`src/shared/cpgw_pkg.sv`:
```
// Constants shared by the configuration port, pin group and watchdog timer.
// Notes on behaviour
// RL1 - Direction bit 1 makes a pin an input, 0 an output; resets to all ones.
// RL2 - Data bits of output pins are host writable and readable; data resets to zero.
// RL3 - Data bits of input pins are read only; host writes leave them unchanged.
// RL4 - Polarity bit 1 inverts pin values both ways; 0 passes them; resets to zero.
// RL5 - Index port is write only, decoded at 2Eh or alternatively 4Eh.
// RL6 - Data port is read/write, decoded at 2Fh or 4Fh, paired with index port.
// RL7 - Two successive index writes of 87h open configuration mode.
// RL8 - Index write of AAh closes configuration mode; data accesses are then ignored.
// RL9 - Index 07h holds the logical device number selecting the later registers.
// RL10 - Logical device 7 holds direction F0h, pin data F1h and polarity F2h.
// RL11 - Logical device 8 holds the watchdog registers.
// RL12 - Watchdog index 30h: writing 01h activates, 00h deactivates the watchdog.
// RL13 - Watchdog index F5h selects counting unit; 00h means one second.
// RL14 - On expiry the active watchdog resets the processor or raises an interrupt.
// RL15 - Last index written picks the register that data port accesses reach.
// RL16 - Output pin drives data XOR polarity; input read returns pin XOR polarity.
package cpgw_pkg;
  // ****************************************
  // Host ports and keys.
  // ****************************************
  localparam logic [15:0] IDX_PORT_A   = 16'h002e;
  localparam logic [15:0] IDX_PORT_B   = 16'h004e;
  localparam logic [15:0] DAT_PORT_A   = 16'h002f;
  localparam logic [15:0] DAT_PORT_B   = 16'h004f;
  localparam logic [7:0]  KEY_ENTER    = 8'h87;
  localparam logic [7:0]  KEY_EXIT     = 8'haa;
  localparam logic [7:0]  IDX_PORT_RD  = 8'h00;
  // ****************************************
  // Register indices and logical devices.
  // ****************************************
  localparam logic [7:0]  IDX_LDN      = 8'h07;
  localparam logic [7:0]  LDN_GPIO     = 8'h07;
  localparam logic [7:0]  LDN_WDT      = 8'h08;
  localparam logic [7:0]  IDX_DIR      = 8'hf0;
  localparam logic [7:0]  IDX_DAT      = 8'hf1;
  localparam logic [7:0]  IDX_POL      = 8'hf2;
  localparam logic [7:0]  IDX_WDT_ACT  = 8'h30;
  localparam logic [7:0]  IDX_WDT_UNIT = 8'hf5;
  localparam logic [7:0]  IDX_WDT_CNT  = 8'hf6;
  localparam logic [7:0]  IDX_WDT_MODE = 8'hf7;
  localparam int          UNIT_MIN_BIT = 3;
  // ****************************************
  // Reset values.
  // ****************************************
  localparam logic [7:0]  DIR_RST      = 8'hff;
  localparam logic [7:0]  DAT_RST      = 8'h00;
  localparam logic [7:0]  POL_RST      = 8'h00;
  localparam logic [7:0]  LDN_RST      = 8'h00;
  localparam logic [7:0]  IDX_RST      = 8'h00;
  localparam logic [7:0]  UNIT_RST     = 8'h00;
  localparam logic [7:0]  CNT_RST      = 8'h00;
  // ****************************************
  // Timing.
  // ****************************************
  localparam longint      CLK_HZ       = 100_000_000;
  localparam longint      UNIT_TIME_S  = 1;
  localparam int unsigned UNIT_CYCLES  = 32'(UNIT_TIME_S * CLK_HZ);
  localparam logic [5:0]  SEC_PER_MIN  = 6'h3c;
  // ****************************************
  // Configuration port states.
  // ****************************************
  typedef enum logic [2:0] {
    ST_LOCK = 3'b001,
    ST_KEY1 = 3'b010,
    ST_OPEN = 3'b100
  } cpgw_state_t;
endpackage

```
`src/shared/cpgw_pin_if.sv`:
```
// Interface between the configuration decoder and the pin group registers.
`timescale 1ns/10ps
`default_nettype none
interface cpgw_pin_if;
  logic       dir_wr;
  logic       dat_wr;
  logic       pol_wr;
  logic [7:0] wdata;
  logic [7:0] dir_val;
  logic [7:0] dat_val;
  logic [7:0] pol_val;
  modport ctrl (output dir_wr, dat_wr, pol_wr, wdata, input dir_val, dat_val, pol_val);
  modport pins (input dir_wr, dat_wr, pol_wr, wdata, output dir_val, dat_val, pol_val);
endinterface
`default_nettype wire

```
`src/rtl/cpgw_top.sv`:
```
// Configuration port with eight-pin group and watchdog timer registers.
`timescale 1ns/10ps
`default_nettype none
module cpgw_top
  import cpgw_pkg::*;
#(
  parameter int unsigned SEC_CYCLES = UNIT_CYCLES
) (
  input  wire logic        sys_clk,
  input  wire logic        rst_n,
  input  wire logic [15:0] io_addr,
  input  wire logic        io_wr,
  input  wire logic        io_rd,
  input  wire logic [7:0]  io_wdata,
  input  wire logic        base_alt,
  input  wire logic [7:0]  gp_in,
  output var  logic [7:0]  io_rdata,
  output var  logic        io_rvalid,
  output var  logic [7:0]  gp_out,
  output var  logic [7:0]  gp_oe,
  output var  logic        wdt_cpu_rst,
  output var  logic        wdt_irq
);
  // ****************************************
  // Declarations.
  // ****************************************
  cpgw_pin_if  pin_bus ();
  cpgw_state_t st_r, st_nxt;
  logic [7:0]  idx_r, idx_nxt;
  logic [7:0]  ldn_r, ldn_nxt;
  logic        act_r, act_nxt;
  logic [7:0]  unit_r, unit_nxt;
  logic [7:0]  cnt_r, cnt_nxt;
  logic        mode_r, mode_nxt;
  logic [7:0]  rdata_r, rdata_nxt;
  logic        rvalid_r, rvalid_nxt;
  logic        crst_r, crst_nxt;
  logic        irq_r, irq_nxt;
  logic        alt_s1_r;
  logic        alt_s2_r;
  logic        idx_hit;
  logic        dat_hit;
  logic        idx_wr;
  logic        dat_wr;
  logic        dat_rd;
  logic        tick;
  logic        expiry;
  logic [7:0]  rd_val;

  // Matches an address against the primary or alternative port.
  function automatic logic port_hit(input logic [15:0] addr,
                                    input logic [15:0] pri,
                                    input logic [15:0] alt,
                                    input logic        use_alt);
    port_hit = (addr == (use_alt ? alt : pri));
  endfunction

  // True when a data access reaches the given device and index.
  function automatic logic reg_is(input logic [7:0] ldn,
                                  input logic [7:0] idx,
                                  input logic [7:0] want_ldn,
                                  input logic [7:0] want_idx);
    reg_is = (ldn == want_ldn) && (idx == want_idx);
  endfunction

  // ****************************************
  // Port decode.
  // ****************************************
  // Base select strap comes from a pin, so it is synchronised first.
  always_ff @(posedge sys_clk or negedge rst_n) begin
    if (!rst_n) begin
      alt_s1_r <= 1'b0;
      alt_s2_r <= 1'b0;
    end else begin
      alt_s1_r <= base_alt;
      alt_s2_r <= alt_s1_r;
    end
  end

  // Index and data ports sit at paired addresses; data needs an open port.
  assign idx_hit = port_hit(io_addr, IDX_PORT_A, IDX_PORT_B, alt_s2_r);  // see RL5
  assign dat_hit = port_hit(io_addr, DAT_PORT_A, DAT_PORT_B, alt_s2_r);  // see RL6
  assign idx_wr  = io_wr && idx_hit;
  assign dat_wr  = io_wr && dat_hit && (st_r == ST_OPEN);  // see RL8
  assign dat_rd  = io_rd && dat_hit && (st_r == ST_OPEN);  // see RL8

  // ****************************************
  // Entry and exit sequence.
  // ****************************************
  // Next state and index from index port writes.
  always_comb begin
    st_nxt  = st_r;
    idx_nxt = idx_r;
    unique case (st_r)
      ST_LOCK: begin
        if (idx_wr && io_wdata == KEY_ENTER) begin
          st_nxt = ST_KEY1;
        end
      end
      ST_KEY1: begin
        if (idx_wr) begin
          st_nxt = (io_wdata == KEY_ENTER) ? ST_OPEN : ST_LOCK;  // see RL7
        end
      end
      ST_OPEN: begin
        if (idx_wr && io_wdata == KEY_EXIT) begin
          st_nxt = ST_LOCK;  // see RL8
        end else if (idx_wr) begin
          idx_nxt = io_wdata;  // see RL15
        end
      end
      default: begin
        st_nxt = ST_LOCK;
      end
    endcase
  end

  // Register the port state.
  always_ff @(posedge sys_clk or negedge rst_n) begin
    if (!rst_n) begin
      st_r  <= ST_LOCK;
      idx_r <= IDX_RST;
    end else begin
      st_r  <= st_nxt;
      idx_r <= idx_nxt;
    end
  end

  // ****************************************
  // Logical device and watchdog registers.
  // ****************************************
  // Data port writes land in the register chosen by device and index.
  always_comb begin
    ldn_nxt  = ldn_r;
    act_nxt  = act_r;
    unit_nxt = unit_r;
    mode_nxt = mode_r;
    if (dat_wr && idx_r == IDX_LDN) begin
      ldn_nxt = io_wdata;  // see RL9
    end
    if (dat_wr && reg_is(ldn_r, idx_r, LDN_WDT, IDX_WDT_ACT)) begin
      act_nxt = io_wdata[0];  // see RL11 see RL12
    end
    if (dat_wr && reg_is(ldn_r, idx_r, LDN_WDT, IDX_WDT_UNIT)) begin
      unit_nxt = io_wdata;  // see RL13
    end
    if (dat_wr && reg_is(ldn_r, idx_r, LDN_WDT, IDX_WDT_MODE)) begin
      mode_nxt = io_wdata[0];
    end
  end

  // Pin group strobes for logical device 7.
  assign pin_bus.dir_wr = dat_wr && reg_is(ldn_r, idx_r, LDN_GPIO, IDX_DIR);  // see RL10
  assign pin_bus.dat_wr = dat_wr && reg_is(ldn_r, idx_r, LDN_GPIO, IDX_DAT);  // see RL10
  assign pin_bus.pol_wr = dat_wr && reg_is(ldn_r, idx_r, LDN_GPIO, IDX_POL);  // see RL10
  assign pin_bus.wdata  = io_wdata;

  // ****************************************
  // Watchdog counter.
  // ****************************************
  // A count write reloads; each unit tick of an active watchdog counts down until the count reaches zero, where it holds.
  always_comb begin
    expiry   = act_r && tick && (cnt_r == 8'h01);
    cnt_nxt  = cnt_r;
    crst_nxt = expiry && !mode_r;  // see RL14
    irq_nxt  = expiry && mode_r;   // see RL14
    if (dat_wr && reg_is(ldn_r, idx_r, LDN_WDT, IDX_WDT_CNT)) begin
      cnt_nxt = io_wdata;
    end else if (act_r && tick && cnt_r != 8'h00) begin
      cnt_nxt = cnt_r - 8'h01;
    end
  end

  // Counting unit divider; unit 00h selects seconds.
  cpgw_unit_tick #(
    .SEC_CYCLES (SEC_CYCLES)
  ) u_tick (
    .sys_clk (sys_clk),
    .rst_n   (rst_n),
    .run     (act_r),
    .minutes (unit_r[UNIT_MIN_BIT]),  // see RL13
    .tick    (tick)
  );

  // Register the device and watchdog state.
  always_ff @(posedge sys_clk or negedge rst_n) begin
    if (!rst_n) begin
      ldn_r  <= LDN_RST;
      act_r  <= 1'b0;
      unit_r <= UNIT_RST;
      mode_r <= 1'b0;
      cnt_r  <= CNT_RST;
      crst_r <= 1'b0;
      irq_r  <= 1'b0;
    end else begin
      ldn_r  <= ldn_nxt;
      act_r  <= act_nxt;
      unit_r <= unit_nxt;
      mode_r <= mode_nxt;
      cnt_r  <= cnt_nxt;
      crst_r <= crst_nxt;
      irq_r  <= irq_nxt;
    end
  end

  // ****************************************
  // Pin group.
  // ****************************************
  cpgw_pin_group u_pins (
    .sys_clk (sys_clk),
    .rst_n   (rst_n),
    .cfg     (pin_bus),
    .gp_in   (gp_in),
    .gp_out  (gp_out),
    .gp_oe   (gp_oe)
  );

  // ****************************************
  // Read path.
  // ****************************************
  // Select the read value from the current device and index.
  always_comb begin
    rd_val = 8'h00;
    if (idx_r == IDX_LDN) begin
      rd_val = ldn_r;
    end else if (ldn_r == LDN_GPIO) begin
      unique case (idx_r)  // see RL15
        IDX_DIR: rd_val = pin_bus.dir_val;
        IDX_DAT: rd_val = pin_bus.dat_val;  // see RL2
        IDX_POL: rd_val = pin_bus.pol_val;
        default: rd_val = 8'h00;
      endcase
    end else if (ldn_r == LDN_WDT) begin
      unique case (idx_r)
        IDX_WDT_ACT:  rd_val = {7'h00, act_r};
        IDX_WDT_UNIT: rd_val = unit_r;
        IDX_WDT_CNT:  rd_val = cnt_r;
        IDX_WDT_MODE: rd_val = {7'h00, mode_r};
        default:      rd_val = 8'h00;
      endcase
    end
  end

  // Reads of the index port return a fixed value; closed data reads are ignored.
  always_comb begin
    rdata_nxt  = rdata_r;
    rvalid_nxt = 1'b0;
    if (io_rd && idx_hit) begin
      rdata_nxt  = IDX_PORT_RD;  // see RL5
      rvalid_nxt = 1'b1;
    end else if (dat_rd) begin
      rdata_nxt  = rd_val;
      rvalid_nxt = 1'b1;
    end
  end

  // Register the read answer.
  always_ff @(posedge sys_clk or negedge rst_n) begin
    if (!rst_n) begin
      rdata_r  <= 8'h00;
      rvalid_r <= 1'b0;
    end else begin
      rdata_r  <= rdata_nxt;
      rvalid_r <= rvalid_nxt;
    end
  end

  assign io_rdata    = rdata_r;
  assign io_rvalid   = rvalid_r;
  assign wdt_cpu_rst = crst_r;
  assign wdt_irq     = irq_r;
endmodule
`default_nettype wire

```
`src/rtl/cpgw_unit_tick.sv`:
```
// Watchdog counting unit divider giving one-cycle second or minute pulses.
`timescale 1ns/10ps
`default_nettype none
module cpgw_unit_tick
  import cpgw_pkg::*;
#(
  parameter int unsigned SEC_CYCLES = UNIT_CYCLES
) (
  input  wire logic sys_clk,
  input  wire logic rst_n,
  input  wire logic run,
  input  wire logic minutes,
  output var  logic tick
);
  logic [31:0] div_r;
  logic [31:0] div_nxt;
  logic [5:0]  sec_r;
  logic [5:0]  sec_nxt;
  logic        tick_r;
  logic        tick_nxt;
  logic        sec_end;

  // Count cycles into seconds, then seconds into minutes when asked.
  always_comb begin
    sec_end  = run && (div_r == 32'(SEC_CYCLES - 1));
    div_nxt  = (!run || sec_end) ? 32'h0 : div_r + 32'h1;
    sec_nxt  = sec_r;
    tick_nxt = 1'b0;
    if (!run) begin
      sec_nxt = 6'h0;
    end else if (sec_end) begin
      if (!minutes) begin
        tick_nxt = 1'b1;
        sec_nxt  = 6'h0;
      end else if (sec_r == SEC_PER_MIN - 6'h1) begin
        tick_nxt = 1'b1;
        sec_nxt  = 6'h0;
      end else begin
        sec_nxt = sec_r + 6'h1;
      end
    end
  end

  // Register the divider state.
  always_ff @(posedge sys_clk or negedge rst_n) begin
    if (!rst_n) begin
      div_r  <= 32'h0;
      sec_r  <= 6'h0;
      tick_r <= 1'b0;
    end else begin
      div_r  <= div_nxt;
      sec_r  <= sec_nxt;
      tick_r <= tick_nxt;
    end
  end

  assign tick = tick_r;
endmodule
`default_nettype wire

```
`src/rtl/cpgw_pin_group.sv`:
```
// Eight-pin group with direction, data and polarity registers.
`timescale 1ns/10ps
`default_nettype none
module cpgw_pin_group
  import cpgw_pkg::*;
(
  input  wire logic       sys_clk,
  input  wire logic       rst_n,
  cpgw_pin_if.pins        cfg,
  input  wire logic [7:0] gp_in,
  output var  logic [7:0] gp_out,
  output var  logic [7:0] gp_oe
);
  logic [7:0] dir_r, dir_nxt;
  logic [7:0] dat_r, dat_nxt;
  logic [7:0] pol_r, pol_nxt;
  logic [7:0] in_s1_r;
  logic [7:0] in_s2_r;
  logic [7:0] out_r;
  logic [7:0] oe_r;

  // Compute next register values from host writes.
  always_comb begin
    dir_nxt = cfg.dir_wr ? cfg.wdata : dir_r;  // see RL1
    pol_nxt = cfg.pol_wr ? cfg.wdata : pol_r;  // see RL4
    dat_nxt = dat_r;
    if (cfg.dat_wr) begin
      dat_nxt = (cfg.wdata & ~dir_r) | (dat_r & dir_r);  // see RL2 see RL3
    end
  end

  // Register state, synchronise the pins and drive them.
  always_ff @(posedge sys_clk or negedge rst_n) begin
    if (!rst_n) begin
      dir_r   <= DIR_RST;
      dat_r   <= DAT_RST;
      pol_r   <= POL_RST;
      in_s1_r <= 8'h00;
      in_s2_r <= 8'h00;
      out_r   <= 8'h00;
      oe_r    <= 8'h00;
    end else begin
      dir_r   <= dir_nxt;
      dat_r   <= dat_nxt;
      pol_r   <= pol_nxt;
      in_s1_r <= gp_in;
      in_s2_r <= in_s1_r;
      out_r   <= dat_r ^ pol_r;  // see RL16 see RL4
      oe_r    <= ~dir_r;         // see RL1
    end
  end

  // Output bits read back as written, input bits as the inverted-if-asked pin.
  assign cfg.dat_val = (dat_r & ~dir_r) | ((in_s2_r ^ pol_r) & dir_r);  // see RL16
  assign cfg.dir_val = dir_r;
  assign cfg.pol_val = pol_r;
  assign gp_out      = out_r;
  assign gp_oe       = oe_r;
endmodule
`default_nettype wire

```
`config.mk`:
```
export PLATFORM = sky130hd
export DESIGN_NAME = cpgw_top
export DESIGN_NICKNAME = d
export VERILOG_FILES = /design/src/shared/cpgw_pkg.sv /design/src/shared/cpgw_pin_if.sv /design/src/rtl/cpgw_top.sv /design/src/rtl/cpgw_unit_tick.sv /design/src/rtl/cpgw_pin_group.sv
export SDC_FILE = /design/constraint.sdc
export NUM_CORES = 1
export LEC_CHECK = 0
export ABC_AREA = 1
export BUFFER_PORTS_ARGS = -buffer_cell sky130_fd_sc_hd__clkbuf_2
export CAP_MARGIN = 10
export CORE_MARGIN = 2
export CORE_UTILIZATION = 45
export DETAILED_ROUTE_END_ITERATION = 8
export PLACE_DENSITY_LB_ADDON = 0.3
export SLEW_MARGIN = 20
export SYNTH_ARGS = -nofsm -noshare
export SYNTH_HDL_FRONTEND = slang
export SYNTH_SLANG_ARGS = --single-unit
```
`constraint.sdc`:
```
create_clock -name sys_clk -period 1.8 [get_ports sys_clk]
set_clock_uncertainty 0.05 [all_clocks]
set_input_delay 0.27 -clock sys_clk [delete_from_list [all_inputs] [get_ports sys_clk]]
set_output_delay 0.27 -clock sys_clk [all_outputs]
set_load 0.05 [all_outputs]
```
## After elaboration in Yosys (flattened, before gate mapping)

Cells that the tools add are included.

| storage, ports and cells | value |
|---|---|
| flip-flop bits (word level) | 145 |
| latch bits | 0 |
| memory bits (writable) | 0 |
| ROM bits | 0 |
| input bits | 37 |
| output and inout port bits | 27 |
| memories kept | 0 |

| operators by class | value |
|---|---|
| add/subtract/negate cells | 3 |
| $mul | 0 |
| divide/modulo/power cells | 0 |
| order comparisons | 0 |
| equal/unequal tests | 24 |
| shifts and indexed selects | 0 |
| multiplexer cells | 27 |
| bitwise operators | 10 |
| reductions and logical operators | 37 |

Operators by type and width:

| cell | count |
|---|---|
| 8-bit equality test (second input constant) | 8 |
| 8-bit two-way mux | 7 |
| 32-bit by 1-bit adder with 32-bit output (second input constant) | 1 |
| 8-bit AND | 4 |
| 16-bit by 7-bit equality test with 1-bit output | 2 |
| 32-bit by 27-bit equality test with 1-bit output (second input constant) | 1 |
| 32-bit two-way mux | 1 |
| 8-bit one-hot mux with 4 select lines | 1 |
| 1-bit logical AND | 29 |
| 6-bit two-way mux | 4 |
| 8-bit one-hot mux with 3 select lines | 1 |
| 8-bit by 3-bit equality test with 1-bit output (second input constant) | 2 |
| 8-bit bitwise OR | 2 |
| 8-bit bitwise XOR | 2 |
| 7-bit two-way mux | 2 |
| 3-bit two-way mux | 4 |
| 3-bit one-hot mux with 3 select lines | 1 |
| 8-bit by 1-bit equality test with 1-bit output (second input constant) | 1 |
| 8-bit by 4-bit equality test with 1-bit output (second input constant) | 1 |
| 8-bit by 6-bit equality test with 1-bit output (second input constant) | 1 |
| 8-bit NOT | 1 |
| 8-bit nonzero test | 1 |
| 8-bit by 1-bit subtractor with 8-bit output (second input constant) | 1 |
| 6-bit by 1-bit adder with 6-bit output (second input constant) | 1 |
| 12 further kinds | 22 |

## Depth between registers and ports, before layout

Gate-level depths: netlist of run 1.

| depth | value |
|---|---|
| depth after elaboration | 8 |
| mapped depth | 12 |
| gate-level depth less buffers | 11 |

## Modules after synthesis

From an unflattened synthesis of run 1, not the netlist that was laid out.

| unflattened totals | value |
|---|---|
| cells, all modules | 1054 |
| area, all modules | 8023.9 µm² |

By module, submodules not included:

| module | times used | cells an instance | area an instance (µm²) |
|---|---|---|---|
| cpgw_top | 1 | 481 | 3452.1 |
| cpgw_unit_tick | 1 | 377 | 2486.1 |
| cpgw_pin_group | 1 | 196 | 2085.8 |

## Least setup slack after synthesis of run 1

OpenSTA, ideal clock, no wires.

| timing path | value |
|---|---|
| path kind | reg-to-reg |
| start point | reg u_tick.div_r[0] |
| end point | reg u_tick.div_r[21] |
| data arrival time | 1602 ps |
| data required time | 1631 ps |
| setup slack | 29 ps |
| stages on the path, launching flop included | 10 |
| path buffers | 1 |
| clock period less this slack | 1771 ps |
| cells stage by stage | dfrtp_1 -> ha_1 -> nand2_1 -> nor2_2 -> nand2_1 -> nor4_2 -> nand2_2 -> nand2_4 -> buf_4 -> nor2_1 |

| on the way | value |
|---|---|
| word-level cells in the longest chain between the ends | 4 |
| elaborated cells between the ends (all ways) | 5 |
| those cells by class | 1 x add/sub; 1 x eq/ne; 1 x mux; 2 x reduce/logical |

Ends and longest elaborated chain:

| item | RTL line | source |
|---|---|---|
| start: declaration | cpgw_unit_tick.sv:15 | `logic [31:0] div_r;` |
| start signal: assignment | cpgw_unit_tick.sv:51 | `div_r <= div_nxt;` |
| parallel branches: the longest is 3 deep, another holds 32-bit by 1-bit adder with 32-bit output | -- |  |
| 32-bit two-way mux * | cpgw_unit_tick.sv:26 | `div_nxt = (!run \|\| sec_end) ? 32'h0 : div_r + 32'h1;` |
| named net u_tick.div_nxt[21] | cpgw_unit_tick.sv:16 | `logic [31:0] div_nxt;` |

Mark *: on every way through the listed nets, which the timed path passes.
A chain may end at the register's enable or synchronous reset.

## Worst setup path in the final report of run 1

| timing path | value |
|---|---|
| start point | reg alt_s2_r |
| end point | reg unit_r[1] |

| on the way | value |
|---|---|
| word-level cells in the longest chain between the ends | 5 |

Ends and longest elaborated chain:

| item | RTL line | source |
|---|---|---|
| start: declaration | cpgw_top.sv:40 | `logic alt_s2_r;` |
| start signal: assignment | cpgw_top.sv:76 | `alt_s2_r <= alt_s1_r;` |
| 7-bit two-way mux | cpgw_top.sv:55 | `port_hit = (addr == (use_alt ? alt : pri));` |
| 16-bit by 7-bit equality test with 1-bit output | cpgw_top.sv:55 |  |
| 1-bit logical AND (2 in series) | cpgw_top.sv:84 | `assign dat_wr = io_wr && dat_hit && (st_r == ST_OPEN);` |
| 1-bit logical AND | cpgw_top.sv:144 | `if (dat_wr && reg_is(ldn_r, idx_r, LDN_WDT, IDX_WDT_UNIT)) begin` |
| end signal: assignment | cpgw_top.sv:198 | `unit_r <= unit_nxt;` |
| end: declaration | cpgw_top.sv:32 | `logic [7:0] unit_r, unit_nxt;` |

Every way passes these cells.

==> metrics.csv, run 1 <==
metric,value,unit
run status,finished with violations,
failing checks,negative setup slack,
via count,6731,
Worst Hold Class,input port to flop,
most frequent cell after synthesis,nand2_1,
WHS Path Cells,3,
CP Capture Type,flop,
WL per Instance,14.9,microns
share of the synthesized area in the top cell type,45.9,%
fin crit share,100,%
largest net degree at the start of global routing,47,
Net Sw Frac,22.2,%
worst skew pair latency,0.42,ns
Final nets,1122,
syn nets,966,
Setup crit start kind,flop,
Largest Register,u_tick.div_r,
CP Class,flop to flop,
Final Worst Setup Slack,-0.00136,ns
gp weighted congestion,0.958,
Synth area leader,dfrtp_1,
"Hold Violations, Final",0,
pwr dens,765,nW/um^2
Antenna Nets Post-Route,0,
WL final,19600,microns
P_int,5.86,mW
Reg power frac,44.5,%
hpwl dp,14000,microns
Max-Cap Viols,0,
# rows,46,
first-pass GRT wire length,31200,microns
fraction of registers with async set/reset,100,%
area grow syn2layout,32.7,%
CTS buffer count,17,
Final Max Slew Viols,0,
Mapped Cells,925,
dominant synthesized flop cell,dfrtp_1,
total grt overflow,0,
Die Footprint,17500,sq um
leakage power,4.63,nW
Initial Utilization,46.3,%
n_diodes,0,
clk root buf,clkbuf_16,
Worst Reg-to-Reg Cells,11,
sequential share of the synthesized area,49.1,%
core area,16000,sq um
Tightest Pin Transition,0.407,ns
Total GRT Usage,22.4,%
H-Tree Depth,4,
RSZ-0062 raised after global routing,yes,
Final Critical Period,1.80,ns
Worst Path Arrival,2.05,ns
clock group share of total power,50.0,%
fmax,555,MHz
Synth area leaders,"dfrtp_1 46%, nand2_1 11%, nand3_1 7.1%",
"Max FO, Critical Path",8,
number of clock sinks,145,
I/O Buffers,63,
switching pwr,1.67,mW
Tot Pwr,7.53,mW
Worst EP required,2.05,ns
Synth Warn #,0,
"FF+latch count, synth",145,
Die Ht,132,microns
slew margin rel.,72.9,%
Synth Cell Area,7420,sq um
Comb pwr share,5.5,%
initial antenna violation count,0,
Setup Total Neg Slack,-0.00136,ns
Synth Area per Inst,8.02,sq um
ratio of cells with drive above 1 in the final layout,27.6,%
number of global-route vias before repair,6468,
1st-pass router iterations,5,
synth cell count leaders,"222 x nand2_1, 136 x dfrtp_1, 105 x nand3_1, 102 x nor2_1, 101 x inv_1",
Unique masters post-synth,34,
CTS tree,built,
max FFs per register,32,
vias per inst,5.14,
clock slew at reported path FFs,0.06,ns
detailed router's first-iteration violation count,529,
Peak VDD IR,686,uV
drt drc,0,
final count of negative-setup-slack endpoints,1,
I/O pin count,64,
CTS Buffer Depth,2,
number of synthesized flops with an enable pin,0,
die width,132,microns
area by class of cell:
cell class / instances / area [sq um]
tap: 216 / 270
clock buffer: 20 / 457
fill: 1420 / 6160
timing repair buffer: 158 / 1250
inverter: 105 / 397
sequential: 145 / 3640
multi-input combinational: 654 / 3640
clock inverter: 12 / 178
power groups by stage:
| stage | Sequential (mW) | Clock (mW) | Combinational, mW |
|---|---|---|---|
| 6_report | 3.35 | 3.77 | 0.411 |
| 4_1_cts | 3.34 | 3.83 | 0.402 |
| 3_5_place_dp | 3.40 | 0 | 0.384 |
| 5_1_grt | 3.35 | 4.00 | 0.465 |
| 3_3_place_gp | 3.40 | 0 | 0.378 |
| 2_1_floorplan | 3.40 | 0 | 0.178 |
cell usage in the layout (no fill, tap or decap), drive strengths merged, types with 2 or more instances in the layout:
master | Yosys | final
nand4 | 41 | 41
nor2 | 110 | 110
buf | 15 | 84
nand3 | 105 | 105
nand2 | 227 | 227
clkinv | 0 | 4
nor3 | 35 | 35
ha | 4 | 4
xor2 | 39 | 39
dlygate4sd3 | 0 | 10
xnor2 | 7 | 7
inv | 105 | 108
dfstp | 9 | 9
o21ai | 62 | 62
and2 | 2 | 2
bufinv | 0 | 4
nor4 | 8 | 8
dfrtp | 136 | 136
clkbuf | 6 | 84
nand3b | 3 | 3
a21oi | 9 | 9
critical path: stages, from the launching register on:
cell      delay (ns)
dfrtp_1         0.37
nand3b_1        0.19
a21oi_2         0.19
nand2_2         0.08
nor2_4          0.11
nand2_2         0.07
nor2_4          0.10
buf_12          0.17
nand2_4         0.07
buf_8           0.17
nand2_2         0.06
o21ai_2         0.05
metal layers:
metal / track usage (%) / wire length [microns]
met1: 28.6 / 8460
met2: 36.0 / 9490
met3: 5.38 / 856
met4: 10.6 / 762
met5: 0 / 0
path summary, 6_finish.rpt:
kind | start | end | slack (ns)
worst max-delay path | alt_s2_r$_DFF_PN0_ | unit_r[1]$_DFFE_PN0P_ | -0.001
min in group asynchronous | rst_n | u_tick.div_r[3]$_DFF_PN0_ | 0.28
worst min register to register | u_pins.in_s1_r[6]$_DFF_PN0_ | u_pins.in_s2_r[6]$_DFF_PN0_ | 0.30
worst max register to register | alt_s2_r$_DFF_PN0_ | unit_r[1]$_DFFE_PN0P_ | -0.001
max in group asynchronous | rst_n | st_r[0]$_DFFE_PN1P_ | 0.77
worst min-delay path | io_addr[0] | io_rvalid$_DFF_PN0_ | 0.09
repair_timing:
item	in CTS	in global routing
gates resized for setup	4	137
pin swaps	3	15
hold buffers	10	0
buffers inserted	2	4
gates cloned	0	5
endpoints found under the setup margin	15	99
endpoints found under the hold margin	45	0
stage by stage:
stage / utilization [%] / hold WS [ns] / worst slack [ns] / cells / instance area (sq um)
final: 61.5 / 0.0910 / -0.00136 / 1310 / 9840
after global routing: 61.5 / 0.104 / -0.103 / 1310 / 9840
after CTS: 58.1 / 0.0792 / 0.00715 / 1301 / 9300
after detailed placement: 53.2 / 0.157 / -0.0407 / 1257 / 8520
after global placement: 53.2 / 0.157 / -0.00317 / 1257 / 8520
after floorplan: - / -0.0756 / 0.0294 / 925 / 7420
cells by family after synthesis:
family | synth area share, %
compound gates | 5.30
xor+xnor | 5.43
fa+ha+maj | 0.675
buf+inv | 6.95
flops | 49.1
simple gates | 32.6
Note: power is estimated with default switching activity, not from simulation.
==> run 2: changes to the inputs <==
Settings changed: BUFFER_PORTS_ARGS -buffer_cell sky130_fd_sc_hd__clkbuf_2 to -buffer_cell sky130_fd_sc_hd__buf_2, CORE_MARGIN 2 to not set.
==> run 2 against run 1 <==
Against the previous run: the flow still finishes with violations (negative setup slack); sequential share of layout area about the same; combinational power down 3%; non-clock buffer count up 10; largest power group unchanged; highest routed layer unchanged.
==> metrics.csv, run 2 (synthesized netlist as in run 1, its figures left out) <==
metric,value,unit
run status,finished with violations,
failing checks,negative setup slack,
CTS buffer count,17,
1st-pass router iterations,4,
leakage power,4.65,nW
CP Class,flop to flop,
R2R Setup Slk,-0.02,ns
fill cell count,1370,
ratio of cells with drive above 1 in the final layout,27.3,%
Antenna Nets Post-Route,0,
clk root buf,clkbuf_16,
detailed router's first-iteration violation count,535,
CTS Buffer Depth,2,
Tightest Pin Transition,0.487,ns
"Max FO, Critical Path",7,
n_diodes,0,
Final Max Slew Viols,0,
RSZ-0062 raised after global routing,yes,
"Hold Violations, Final",0,
Final Util,61.5,%
worst skew pair latency,0.43,ns
die width,130,microns
max FFs per register,32,
# rows,46,
Max-Cap Viols,0,
drt drc,0,
hpwl dp,13700,microns
Tot Pwr,7.30,mW
Peak VDD IR,690,uV
I/O pin count,64,
Post-DP Area,8610,sq um
Final Worst Setup Slack,-0.0227,ns
fin crit share,101,%
final count of negative-setup-slack endpoints,26,
I/O Buffers,63,
vias per inst,5.13,
Die Footprint,17000,sq um
Worst EP required,2.07,ns
area grow syn2layout,32.6,%
number of global-route vias before repair,6205,
number of clock sinks,145,
WL final,20000,microns
Initial Utilization,46.3,%
Die Ht,130,microns
via count,6765,
initial antenna violation count,0,
CTS tree,built,
Largest Register,u_tick.div_r,
core area,16000,sq um
Total GRT Usage,23.8,%
Worst Path Arrival,2.09,ns
Worst Hold Class,input port to flop,
H-Tree Depth,4,
Setup crit start kind,flop,
slew margin rel.,67.5,%
gp weighted congestion,0.953,
fmax,549,MHz
largest net degree at the start of global routing,46,
Final Critical Period,1.82,ns
"leading cell type in the layout, fill and taps excluded",nand2_1,
first-pass GRT wire length,30400,microns
most frequent cells in the layout,"214 x nand2_1, 136 x dfrtp_1, 97 x inv_1, 92 x nand3_1, 72 x buf_4",
total grt overflow,0,
clock slew at reported path FFs,0.06,ns
Final Instance Area,9830,sq um
pwr dens,743,nW/um^2
CP Capture Type,flop,
WL per Instance,15.1,microns
Final nets,1132,
==> run 2: final timing paths <==
| kind | startpoint | to | depth (start not counted) |
|---|---|---|---|
| min reg2reg | u_pins.in_s1_r[1]$_DFF_PN0_ | u_pins.in_s2_r[1]$_DFF_PN0_ | 0 |
| max in group asynchronous | rst_n | u_pins.gp_oe[7]$_DFF_PN0_ | 3 |
| max | u_tick.div_r[1]$_DFF_PN0_ | u_tick.div_r[24]$_DFF_PN0_ | 10 |
| min | io_wdata[6] | cnt_r[6]$_DFFE_PN0P_ | 3 |
| max reg2reg | u_tick.div_r[1]$_DFF_PN0_ | u_tick.div_r[24]$_DFF_PN0_ | 10 |
| min in group asynchronous | rst_n | async pin | 2 |
==> run 2: repair_timing <==
item / CTS / global route
gates resized for setup: 3 / 101
hold endpoints to repair: 41 / 0
setup buffers: 1 / 5
setup endpoints to repair: 31 / 98
pin swaps: 1 / 17
hold buffers: 10 / 0
cloned: 0 / 6
==> run 2: metrics by stage <==
| step | hold WS (ns) | instances | setup TNS, ns | setup slack, ns |
|---|---|---|---|---|
| 6_report | 0.0975 | 1320 | -0.275 | -0.0227 |
| 5_1_grt | 0.0963 | 1320 | -6.74 | -0.131 |
| 4_1_cts | 0.0737 | 1309 | -0.0793 | -0.0175 |
| 3_5_place_dp | 0.199 | 1266 | -2.60 | -0.121 |
| 3_3_place_gp | 0.200 | 1266 | -0.160 | -0.0294 |
| 2_1_floorplan | -0.0756 | 925 | 0 | 0.0294 |
==> run 2: layout make-up <==
class | instances | area, sq um | area share [%]
well taps | 216 | 270 | 2.75
clock inverters | 13 | 154 | 1.57
repair buffers | 168 | 1360 | 13.8
flip-flops and latches | 145 | 3640 | 37.0
clock buffers | 19 | 443 | 4.50
multi-input cells | 654 | 3580 | 36.4
inverters | 105 | 394 | 4.01
==> run 2: report_power, final <==
part	switching, mW	leakage (nW)	total (mW)	internal, mW
clock network	1.45	0.278	3.55	2.10
registers	0.0388	1.86	3.35	3.31
logic	0.259	2.51	0.400	0.141
==> run 2: routing by layer <==
layer  global-route usage (%)  vias up  wire length, microns
met5                        0        -                     0
met4                     9.80        0                   552
met2                     38.7      191                  9920
li1                         -     3346                     -
met3                     4.97       48                   915
met1                     31.0     3180                  8600
==> run 2: critical path, stage by stage, from the launching register on <==
cell,delay (ns)
dfrtp_1,0.39
ha_4,0.17
nand2_4,0.06
nor2_4,0.13
nand2_2,0.07
nor4_2,0.25
buf_4,0.17
nand2_4,0.07
nand2_8,0.12
clkbuf_16,0.17
nor2_1,0.05
